`config.mk`:
```
export PLATFORM = sky130hd
export DESIGN_NAME = dag_top
export DESIGN_NICKNAME = d
export VERILOG_FILES = /design/src/verilog/dag_pkg.sv /design/src/verilog/dag_top.sv /design/src/verilog/dag_stack.sv
export SDC_FILE = /design/constraint.sdc
export NUM_CORES = 1
export LEC_CHECK = 0
export BUFFER_PORTS_ARGS = -buffer_cell sky130_fd_sc_hd__buf_2
export CELL_PAD_IN_SITES_DETAIL_PLACEMENT = 1
export CELL_PAD_IN_SITES_GLOBAL_PLACEMENT = 2
export CORE_ASPECT_RATIO = 1.25
export CORE_MARGIN = 8
export CORE_UTILIZATION = 30
export DETAILED_ROUTE_END_ITERATION = 10
export PLACE_DENSITY = 0.75
export SYNTH_ARGS = -nofsm -noshare
export SYNTH_HDL_FRONTEND = slang
export SYNTH_HIERARCHICAL = 1
export SYNTH_SLANG_ARGS = --single-unit
```
`constraint.sdc`:
```
create_clock -name clock_i -period 11.7 [get_ports clock_i]
set_clock_uncertainty 0.05 [all_clocks]
set_input_delay 0 -clock clock_i [delete_from_list [all_inputs] [get_ports clock_i]]
set_output_delay 0 -clock clock_i [all_outputs]
set_load 0.02 [all_outputs]
```
`src/verilog/dag_pkg.sv`:
```
`default_nettype none
package dag_pkg;
	// ****************************************
	// Widths of the data space and its parts
	// ****************************************
	localparam int DAG_ADDR_W = 23; // Word address width
	localparam int DAG_LOW_W = 16; // In-page part of a pointer
	localparam int DAG_PAGE_W = 7; // Page bits above the in-page part
	localparam int DAG_OFS_W = 7; // Direct-addressing offset field
	localparam int DAG_LEGACY_W = 9; // Legacy page field width
	localparam int DAG_ST1_W = 16; // Status register one width
	localparam int DAG_LEGACY_LSB = 0; // Legacy page field position in status one
	localparam int DAG_NUM_PTR = 8; // Extended auxiliary pointers
	localparam int DAG_SEL_W = 3; // Pointer select width
	localparam int DAG_VEC_W = 2; // Stack-mode code width in the reset vector

	// ****************************************
	// Reset values and fixed steps
	// ****************************************
	localparam logic [DAG_ADDR_W-1:0] DAG_ADDR_RST = 23'h00_0000;
	localparam logic [DAG_LOW_W-1:0] DAG_LOW_RST = 16'h0000;
	localparam logic [DAG_PAGE_W-1:0] DAG_PAGE_RST = 7'h00;
	localparam logic [DAG_ST1_W-1:0] DAG_ST1_RST = 16'h0000;
	localparam logic [DAG_LOW_W-1:0] DAG_STACK_STEP = 16'h0001;
	localparam logic [DAG_PAGE_W-1:0] DAG_LEGACY_ALIGN = 7'h00; // Low bits of a legacy base
	localparam logic [DAG_VEC_W-1:0] DAG_VEC_FAST_RET = 2'h1; // Code for fast-return mode

	// ****************************************
	// Modes and commands
	// ****************************************
	typedef enum logic {
		DAG_STK_ALIGNED32,
		DAG_STK_FAST_RET
	} dag_stack_mode_e;

	typedef enum logic [3:0] {
		DAG_OP_NONE,
		DAG_OP_PTR_LOAD_LOW,
		DAG_OP_PTR_LOAD_FULL,
		DAG_OP_PTR_ADD,
		DAG_OP_IND_ACCESS,
		DAG_OP_IDX_ACCESS,
		DAG_OP_DIR_ACCESS,
		DAG_OP_PAGE_LOAD,
		DAG_OP_LEGACY_LOAD
	} dag_op_e;

	typedef enum logic [2:0] {
		DAG_SOP_NONE,
		DAG_SOP_PUSH,
		DAG_SOP_POP,
		DAG_SOP_SYS_PUSH,
		DAG_SOP_SYS_POP,
		DAG_SOP_LOAD_SP,
		DAG_SOP_LOAD_SSP
	} dag_stk_op_e;
endpackage
`default_nettype wire

```
`src/verilog/dag_top.sv`:
```
// Contract
// - Each extended pointer holds a 23-bit word address in 64K-word pages.
// - Post-modify past a page end wraps inside the page, page bits kept.
// - A 16-bit low load writes bits 15..0 and keeps the 7 page bits.
// - A full 23-bit immediate load sets every bit of a pointer.
// - Pointer ALU arithmetic is 16 bits wide, page bits untouched.
// - The extended page pointer is 23 bits, so direct arrays need no alignment.
// - Direct instructions carry a 7-bit offset; pages span 128 words.
// - Legacy page is a 9-bit status-one field; bases keep low 7 bits zero.
// - No 23-bit base displacement; constant-base indexing reaches only 16 bits.
// - In 32-bit stack mode the system stack moves with the data stack.
// - Stack mode is taken once after reset release from a reset-vector code.
// - Data and system stack pointers share one set of 7 page bits.
`timescale 1ns/1ps
`default_nettype none
module dag_top
	import dag_pkg::*;
#(
	parameter int NUM_PTR = DAG_NUM_PTR
) (
	// Clock and reset
	input wire logic clock_i,
	input wire logic rst_b_i,
	// Stack-mode code fetched from the reset vector
	input wire logic [DAG_VEC_W-1:0] reset_vec_code_i,
	// Pipeline command
	input wire dag_op_e op_i,
	input wire logic [DAG_SEL_W-1:0] ptr_sel_i,
	input wire logic [DAG_ADDR_W-1:0] op_data_i,
	input wire logic [DAG_OFS_W-1:0] dir_offset_i,
	// Stack command
	input wire dag_stk_op_e stk_op_i,
	input wire logic [DAG_ADDR_W-1:0] stk_data_i,
	// Pointer read port
	input wire logic [DAG_SEL_W-1:0] rd_sel_i,
	// Data memory address
	output logic [DAG_ADDR_W-1:0] addr_o,
	output logic addr_valid_o,
	// Visible state
	output logic [DAG_ADDR_W-1:0] rd_ptr_o,
	output logic [DAG_ADDR_W-1:0] extended_page_pointer_o,
	output logic [DAG_ST1_W-1:0] status_register_one_o,
	output logic stack_mode_ready_o,
	output dag_stack_mode_e stack_mode_o,
	output logic [DAG_ADDR_W-1:0] sp_addr_o,
	output logic [DAG_ADDR_W-1:0] system_stack_pointer_o
);
	// ****************************************
	// Reset release
	// ****************************************
	logic rst_meta;
	logic rst_b;

	// Two flops so release never lands near an edge
	always_ff @(posedge clock_i or negedge rst_b_i) begin
		if (!rst_b_i) begin
			rst_meta <= 1'b0;
			rst_b <= 1'b0;
		end else begin
			rst_meta <= 1'b1;
			rst_b <= rst_meta;
		end
	end

	// ****************************************
	// Address helpers
	// ****************************************
	// Adds inside the current page; the carry out of bit 15 is dropped
	function automatic logic [DAG_ADDR_W-1:0] in_page_add(
		input logic [DAG_ADDR_W-1:0] base,
		input logic [DAG_LOW_W-1:0] delta
	);
		logic [DAG_LOW_W-1:0] low;
		low = base[DAG_LOW_W-1:0] + delta;
		in_page_add = {base[DAG_ADDR_W-1:DAG_LOW_W], low};
	endfunction

	// ****************************************
	// Stack mode capture
	// ****************************************
	logic mode_taken;
	dag_stack_mode_e stack_mode;
	logic next_mode_taken;
	dag_stack_mode_e next_stack_mode;

	// Code sampled once on the first edge after release, never under reset
	always_comb begin
		next_mode_taken = 1'b1;
		next_stack_mode = stack_mode;
		if (!mode_taken) begin
			if (reset_vec_code_i == DAG_VEC_FAST_RET) begin
				next_stack_mode = DAG_STK_FAST_RET;
			end else begin
				next_stack_mode = DAG_STK_ALIGNED32;
			end
		end
	end

	always_ff @(posedge clock_i or negedge rst_b) begin
		if (!rst_b) begin
			mode_taken <= 1'b0;
			stack_mode <= DAG_STK_ALIGNED32;
		end else begin
			mode_taken <= next_mode_taken;
			stack_mode <= next_stack_mode;
		end
	end

	// ****************************************
	// Pointers, page pointer and status one
	// ****************************************
	logic [DAG_ADDR_W-1:0] ptr [NUM_PTR];
	logic [DAG_ADDR_W-1:0] next_ptr [NUM_PTR];
	logic [DAG_ADDR_W-1:0] page_ptr;
	logic [DAG_ADDR_W-1:0] next_page_ptr;
	logic [DAG_ST1_W-1:0] status_one;
	logic [DAG_ST1_W-1:0] next_status_one;
	logic [DAG_ADDR_W-1:0] sel_ptr;

	assign sel_ptr = ptr[ptr_sel_i];

	// One pointer update per command, selected by index
	genvar gi;
	generate
		for (gi = 0; gi < NUM_PTR; gi++) begin : g_ptr
			always_comb begin
				next_ptr[gi] = ptr[gi];
				if (ptr_sel_i == DAG_SEL_W'(gi)) begin
					case (op_i)
						DAG_OP_PTR_LOAD_LOW: begin
							next_ptr[gi] = {ptr[gi][DAG_ADDR_W-1:DAG_LOW_W],
								op_data_i[DAG_LOW_W-1:0]};
						end
						DAG_OP_PTR_LOAD_FULL: begin
							next_ptr[gi] = op_data_i;
						end
						DAG_OP_PTR_ADD: begin
							next_ptr[gi] = in_page_add(ptr[gi], op_data_i[DAG_LOW_W-1:0]);
						end
						DAG_OP_IND_ACCESS: begin
							next_ptr[gi] = in_page_add(ptr[gi], op_data_i[DAG_LOW_W-1:0]);
						end
						default: begin
							next_ptr[gi] = ptr[gi];
						end
					endcase
				end
			end

			always_ff @(posedge clock_i or negedge rst_b) begin
				if (!rst_b) begin
					ptr[gi] <= DAG_ADDR_RST;
				end else begin
					ptr[gi] <= next_ptr[gi];
				end
			end
		end
	endgenerate

	// Page pointer loads; a legacy load also rebuilds the aligned base
	always_comb begin
		next_page_ptr = page_ptr;
		next_status_one = status_one;
		case (op_i)
			DAG_OP_PAGE_LOAD: begin
				next_page_ptr = op_data_i;
			end
			DAG_OP_LEGACY_LOAD: begin
				next_status_one[DAG_LEGACY_LSB +: DAG_LEGACY_W] =
					op_data_i[DAG_LEGACY_W-1:0];
				next_page_ptr = {DAG_PAGE_RST, op_data_i[DAG_LEGACY_W-1:0],
					DAG_LEGACY_ALIGN};
			end
			default: begin
				next_page_ptr = page_ptr;
			end
		endcase
	end

	always_ff @(posedge clock_i or negedge rst_b) begin
		if (!rst_b) begin
			page_ptr <= DAG_ADDR_RST;
			status_one <= DAG_ST1_RST;
		end else begin
			page_ptr <= next_page_ptr;
			status_one <= next_status_one;
		end
	end

	// ****************************************
	// Address generation
	// ****************************************
	logic [DAG_ADDR_W-1:0] addr;
	logic addr_valid;
	logic [DAG_ADDR_W-1:0] rd_ptr;
	logic [DAG_ADDR_W-1:0] next_addr;
	logic next_addr_valid;
	logic [DAG_ADDR_W-1:0] dir_sum;

	// Full-width add: a direct array may straddle any boundary
	assign dir_sum = page_ptr + {{(DAG_ADDR_W-DAG_OFS_W){1'b0}}, dir_offset_i};

	// Indirect uses the pointer before its post-modify
	always_comb begin
		next_addr = addr;
		next_addr_valid = 1'b0;
		case (op_i)
			DAG_OP_IND_ACCESS: begin
				next_addr = sel_ptr;
				next_addr_valid = 1'b1;
			end
			DAG_OP_IDX_ACCESS: begin
				// Only a 16-bit base fits; it cannot leave the pointer's page
				next_addr = in_page_add(sel_ptr, op_data_i[DAG_LOW_W-1:0]);
				next_addr_valid = 1'b1;
			end
			DAG_OP_DIR_ACCESS: begin
				next_addr = dir_sum;
				next_addr_valid = 1'b1;
			end
			default: begin
				next_addr = addr;
			end
		endcase
	end

	always_ff @(posedge clock_i or negedge rst_b) begin
		if (!rst_b) begin
			addr <= DAG_ADDR_RST;
			addr_valid <= 1'b0;
			rd_ptr <= DAG_ADDR_RST;
		end else begin
			addr <= next_addr;
			addr_valid <= next_addr_valid;
			rd_ptr <= ptr[rd_sel_i];
		end
	end

	// ****************************************
	// Stacks
	// ****************************************
	dag_stack u_stack (
		.clock_i(clock_i),
		.rst_b_i(rst_b),
		.stack_mode_i(stack_mode),
		.stk_op_i(stk_op_i),
		.stk_data_i(stk_data_i),
		.sp_addr_o(sp_addr_o),
		.system_stack_pointer_o(system_stack_pointer_o)
	);

	// Outputs straight from flops
	assign addr_o = addr;
	assign addr_valid_o = addr_valid;
	assign rd_ptr_o = rd_ptr;
	assign extended_page_pointer_o = page_ptr;
	assign status_register_one_o = status_one;
	assign stack_mode_ready_o = mode_taken;
	assign stack_mode_o = stack_mode;
endmodule
`default_nettype wire

```
`src/verilog/dag_stack.sv`:
```
`timescale 1ns/1ps
`default_nettype none
module dag_stack
	import dag_pkg::*;
(
	// Clock and reset
	input wire logic clock_i,
	input wire logic rst_b_i,
	// Control
	input wire dag_stack_mode_e stack_mode_i,
	input wire dag_stk_op_e stk_op_i,
	input wire logic [DAG_ADDR_W-1:0] stk_data_i,
	// Stack addresses
	output logic [DAG_ADDR_W-1:0] sp_addr_o,
	output logic [DAG_ADDR_W-1:0] system_stack_pointer_o
);
	// ****************************************
	// Stack pointer state
	// ****************************************
	logic [DAG_PAGE_W-1:0] page;
	logic [DAG_LOW_W-1:0] sp_low;
	logic [DAG_LOW_W-1:0] ssp_low;
	logic [DAG_PAGE_W-1:0] next_page;
	logic [DAG_LOW_W-1:0] next_sp_low;
	logic [DAG_LOW_W-1:0] next_ssp_low;
	logic aligned;

	// Aligned mode drags the system stack along with every data stack push and pop
	assign aligned = (stack_mode_i == DAG_STK_ALIGNED32);

	// Next values; stacks grow downward and wrap within the shared page
	always_comb begin
		next_page = page;
		next_sp_low = sp_low;
		next_ssp_low = ssp_low;
		case (stk_op_i)
			DAG_SOP_PUSH, DAG_SOP_SYS_PUSH: begin
				if (stk_op_i == DAG_SOP_PUSH || aligned) begin
					next_sp_low = sp_low - DAG_STACK_STEP;
				end
				if (stk_op_i == DAG_SOP_SYS_PUSH || aligned) begin
					next_ssp_low = ssp_low - DAG_STACK_STEP;
				end
			end
			DAG_SOP_POP, DAG_SOP_SYS_POP: begin
				if (stk_op_i == DAG_SOP_POP || aligned) begin
					next_sp_low = sp_low + DAG_STACK_STEP;
				end
				if (stk_op_i == DAG_SOP_SYS_POP || aligned) begin
					next_ssp_low = ssp_low + DAG_STACK_STEP;
				end
			end
			DAG_SOP_LOAD_SP: begin
				next_page = stk_data_i[DAG_ADDR_W-1:DAG_LOW_W];
				next_sp_low = stk_data_i[DAG_LOW_W-1:0];
			end
			DAG_SOP_LOAD_SSP: begin
				next_page = stk_data_i[DAG_ADDR_W-1:DAG_LOW_W];
				next_ssp_low = stk_data_i[DAG_LOW_W-1:0];
			end
			default: begin
				next_page = page;
			end
		endcase
	end

	// Register stage
	always_ff @(posedge clock_i or negedge rst_b_i) begin
		if (!rst_b_i) begin
			page <= DAG_PAGE_RST;
			sp_low <= DAG_LOW_RST;
			ssp_low <= DAG_LOW_RST;
		end else begin
			page <= next_page;
			sp_low <= next_sp_low;
			ssp_low <= next_ssp_low;
		end
	end

	// One page field serves both stacks
	assign sp_addr_o = {page, sp_low};
	assign system_stack_pointer_o = {page, ssp_low};
endmodule
`default_nettype wire

```
==> results.yml <==
route:
  wl_met1_mm: 37.3
  vias: 20700
  dr.pass1.iters: 5
  drtIter0Drc: 1226
  wl_per_cell_um: 24.1
  routed_via_density: 5.57
  ant_nets: 0
  dr_wl_met3_mm: 3.77
  wl_met2_mm: 45.3
  drc: 0
  top_layer: "met5"
  wirelength_mm: 89.4
cts:
  cts_tree: "done"
  cts.hold.buffers_added: 49
  clk_pin_slew_ns: 0.06
  cts_resized: 0
  h-tree-depth: 2
  root_buffer: "clkbuf_16"
  cts.sinks: 306
  cts.path.max_buffers: 3
  cts_made_buffers: 39
  postCtsSetupBuffers: 0
  clk-insertion-delay-late_ns: 0.59
floorplan:
  dieArea_mm2: 0.0872
  core-area_mm2: 0.0773
  initial_core_util_pct: 30.2
  pin_count: 204
  die_h_um: 328
  core.rowCount: 114
  die_x_um: 266
yosys:
  mappedNetlistArea_mm2: 0.0234
  synth_edf_count: 0
  synthDistinctLibCells: 92
  yosysWarnings: 6
  ys_seq_area_share_pct: 32.8
  yosys.area.top_type: "dfrtp_1"
  syn_area_per_cell_um2: 9.58
  ys_top_cells_by_area: "dfrtp_1 33%, ha_1 9.1%, mux4_2 8.5%"
  syn_inst: 2440
  synth_top_area_share_pct: 32.8
  synthFlopType: "dfrtp_1"
  synth_seq_cells: 306
  ys_async_sr_fraction_pct: 100
place:
  dpl_cell_area_mm2: 0.0253
  io_buffers: 196
  hpwl_mm: 66.8
  gp_congestion: 0.865
worst_setup_path:
  end_kind: "flop"
  worstPathMaxFanout: 47
  crit_arrival_ns: 4.21
  worstSetupPathType: "input pin to flop"
  worstSetupStartpointType: "input pin"
  rrSetupSlack_ns: 7.91
  cp_data_required_time_ns: 12.10
  r2r_cells: 13
cells_and_area:
  n_fill_cell: 8882
  diodes: 0
  syn2layout_area_growth_pct: 16.2
  final_nets: 2883
  fin_area_mm2: 0.0272
  drive_above_1_share_pct: 20.4
timing:
  post-route-period-util_pct: 32.5
  fmax_mhz: 263
  maxSlewHeadroom_pct: 27.6
  worst_slew_pin_slew_ns: 1.08
  period_minus_slack_ns: 3.80
  tns_ns: 0
  rsz0062_at_grt: "false"
  hold_viol_final: 0
  finalSetupViolCount: 0
  finalMaxSlewViolations: 0
global_route:
  grt_pass1_vias: 22600
  grt_pass1_wl_mm: 137
  grt_start_max_net_pins: 77
  grtUsageTotal_pct: 20.1
  antenna_found_initial: 8
  gr-total-overflow: 0
pwr:
  vdd_drop_max_mv: 0.0848
  p_leak_uw: 0.0120
  p_per_area_mw_per_mm2: 207
hold_path:
  holdPathStages: 5
  hold_class: "input pin to flop"
run:
  maxCapViolations: 0
status:
  status: "completed"
cell usage in the layout, fill, tap and decap left out, types with 21 or more instances in the layout:
master	count
clkbuf_16	40
mux4_2	88
o21a_1	23
a21oi_1	265
xor2_1	42
dfrtp_1	305
nand3_1	38
inv_1	43
a211oi_1	23
mux2i_1	35
nand2_1	234
dlygate4sd3_1	49
nand2b_1	24
buf_2	194
ha_1	170
o21ai_0	161
or3_1	23
and3_1	21
nor3_1	48
a21o_1	50
o21bai_1	22
xnor2_1	100
a31oi_1	41
mux2_2	118
nor2_1	160
buf_4	26
report_power, final:
| group | total [uW] | internal (uW) | switching, uW |
|---|---|---|---|
| sequential | 1640 | 1330 | 314 |
| combinational | 2660 | 1140 | 1510 |
| clock | 1340 | 807 | 528 |
Yosys cell counts (all sizes together) (15+ instances only):
library cell and n:
a211oi 27, a21o 54, a21oi 269, a22o 15, a22oi 18, a31oi 41
and2 18, and3 21, buf 61, clkbuf 65, dfrtp 306, ha 170
inv 46, mux2 118, mux2i 35, mux4 88, nand2 234, nand2b 25
nand3 40, nor2 169, nor2b 17, nor3 51, o21a 23, o21ai 178
o21bai 22, o31ai 18, or3 23, xnor2 100, xor2 42
cell families after synthesis:
group	after synthesis	share of synthesized area [%]
fa+ha+maj	182	10.1
simple gates	643	12.9
other cells	2	0.0321
mux	241	15.7
flops	306	32.8
compound gates	752	19.9
buf+inv	172	3.32
xor+xnor	142	5.32
through the flow:
step / total power, uW / hold slack (ns) / cells / util (%) / setup WS [ns]
global route: 6030 / 0.0302 / 3705 / 35.2 / 7.65
finish: 5640 / 0.0368 / 3705 / 35.2 / 7.90
CTS: 5680 / 0.00788 / 3705 / 35.2 / 7.86
global placement: 4170 / -0.262 / 3585 / 32.7 / 7.35
detailed placement: 4290 / -0.262 / 3585 / 32.7 / 7.27
floorplan: 3490 / -0.346 / 2447 / - / 2.49
worst max-delay path, stage by stage:
cell and delay [ns]:
buf_4 0.25, buf_4 0.71, mux4_2 0.63, mux2_2 0.32, ha_1 0.34, nor2b_1 0.16
o31a_1 0.30, o41ai_2 0.31, o21ai_1 0.18, o41ai_2 0.36, o21ai_1 0.14, xor2_1 0.15
a221o_1 0.31
registers in the layout, indices dropped and copies added (netlist names):
| name | flops |
|---|---|
| rst_meta | 1 |
| stack_mode_o | 1 |
| stack_mode_ready_o | 1 |
| u_stack/sp_low | 16 |
| u_stack/page | 7 |
| u_stack/ssp_low | 16 |
| extended_page_pointer_o | 23 |
| ptr | 184 |
| addr_valid_o | 1 |
| status_register_one_o | 9 |
| rd_ptr_o | 23 |
| rst_b | 1 |
| addr_o | 23 |
metal layers:
| layer | GRT usage [%] | up-vias |
|---|---|---|
| met4 | 6.75 | 4 |
| met3 | 2.93 | 156 |
| met5 | 0 | - |
| li1 | - | 9423 |
| met1 | 24.2 | 10600 |
| met2 | 36.5 | 495 |
cell type report:
cell class / instances / area (um2) / area share (%)
Clock buffer: 55 / 1130 / 4.15
Clock inverter: 16 / 251 / 0.925
Inverter: 46 / 173 / 0.635
Multi-Input combinational cell: 1969 / 15000 / 55.2
Sequential cell: 306 / 7660 / 28.2
Tap cell: 1044 / 1310 / 4.81
Timing Repair Buffer: 269 / 1660 / 6.09
final timing paths:
kind / to / start
worst max-delay path: addr_o[14] / ptr_sel_i[0]
worst min-delay path: u_stack/ssp_low[14] / stk_op_i[0]
worst max register to register: addr_o[14] / ptr[115]
worst min register to register: ptr[108] / rst_b
max in group asynchronous: ptr[35] / rst_b
min in group asynchronous: rst_meta / rst_b_i
Note: power is estimated with default switching activity, not from simulation.
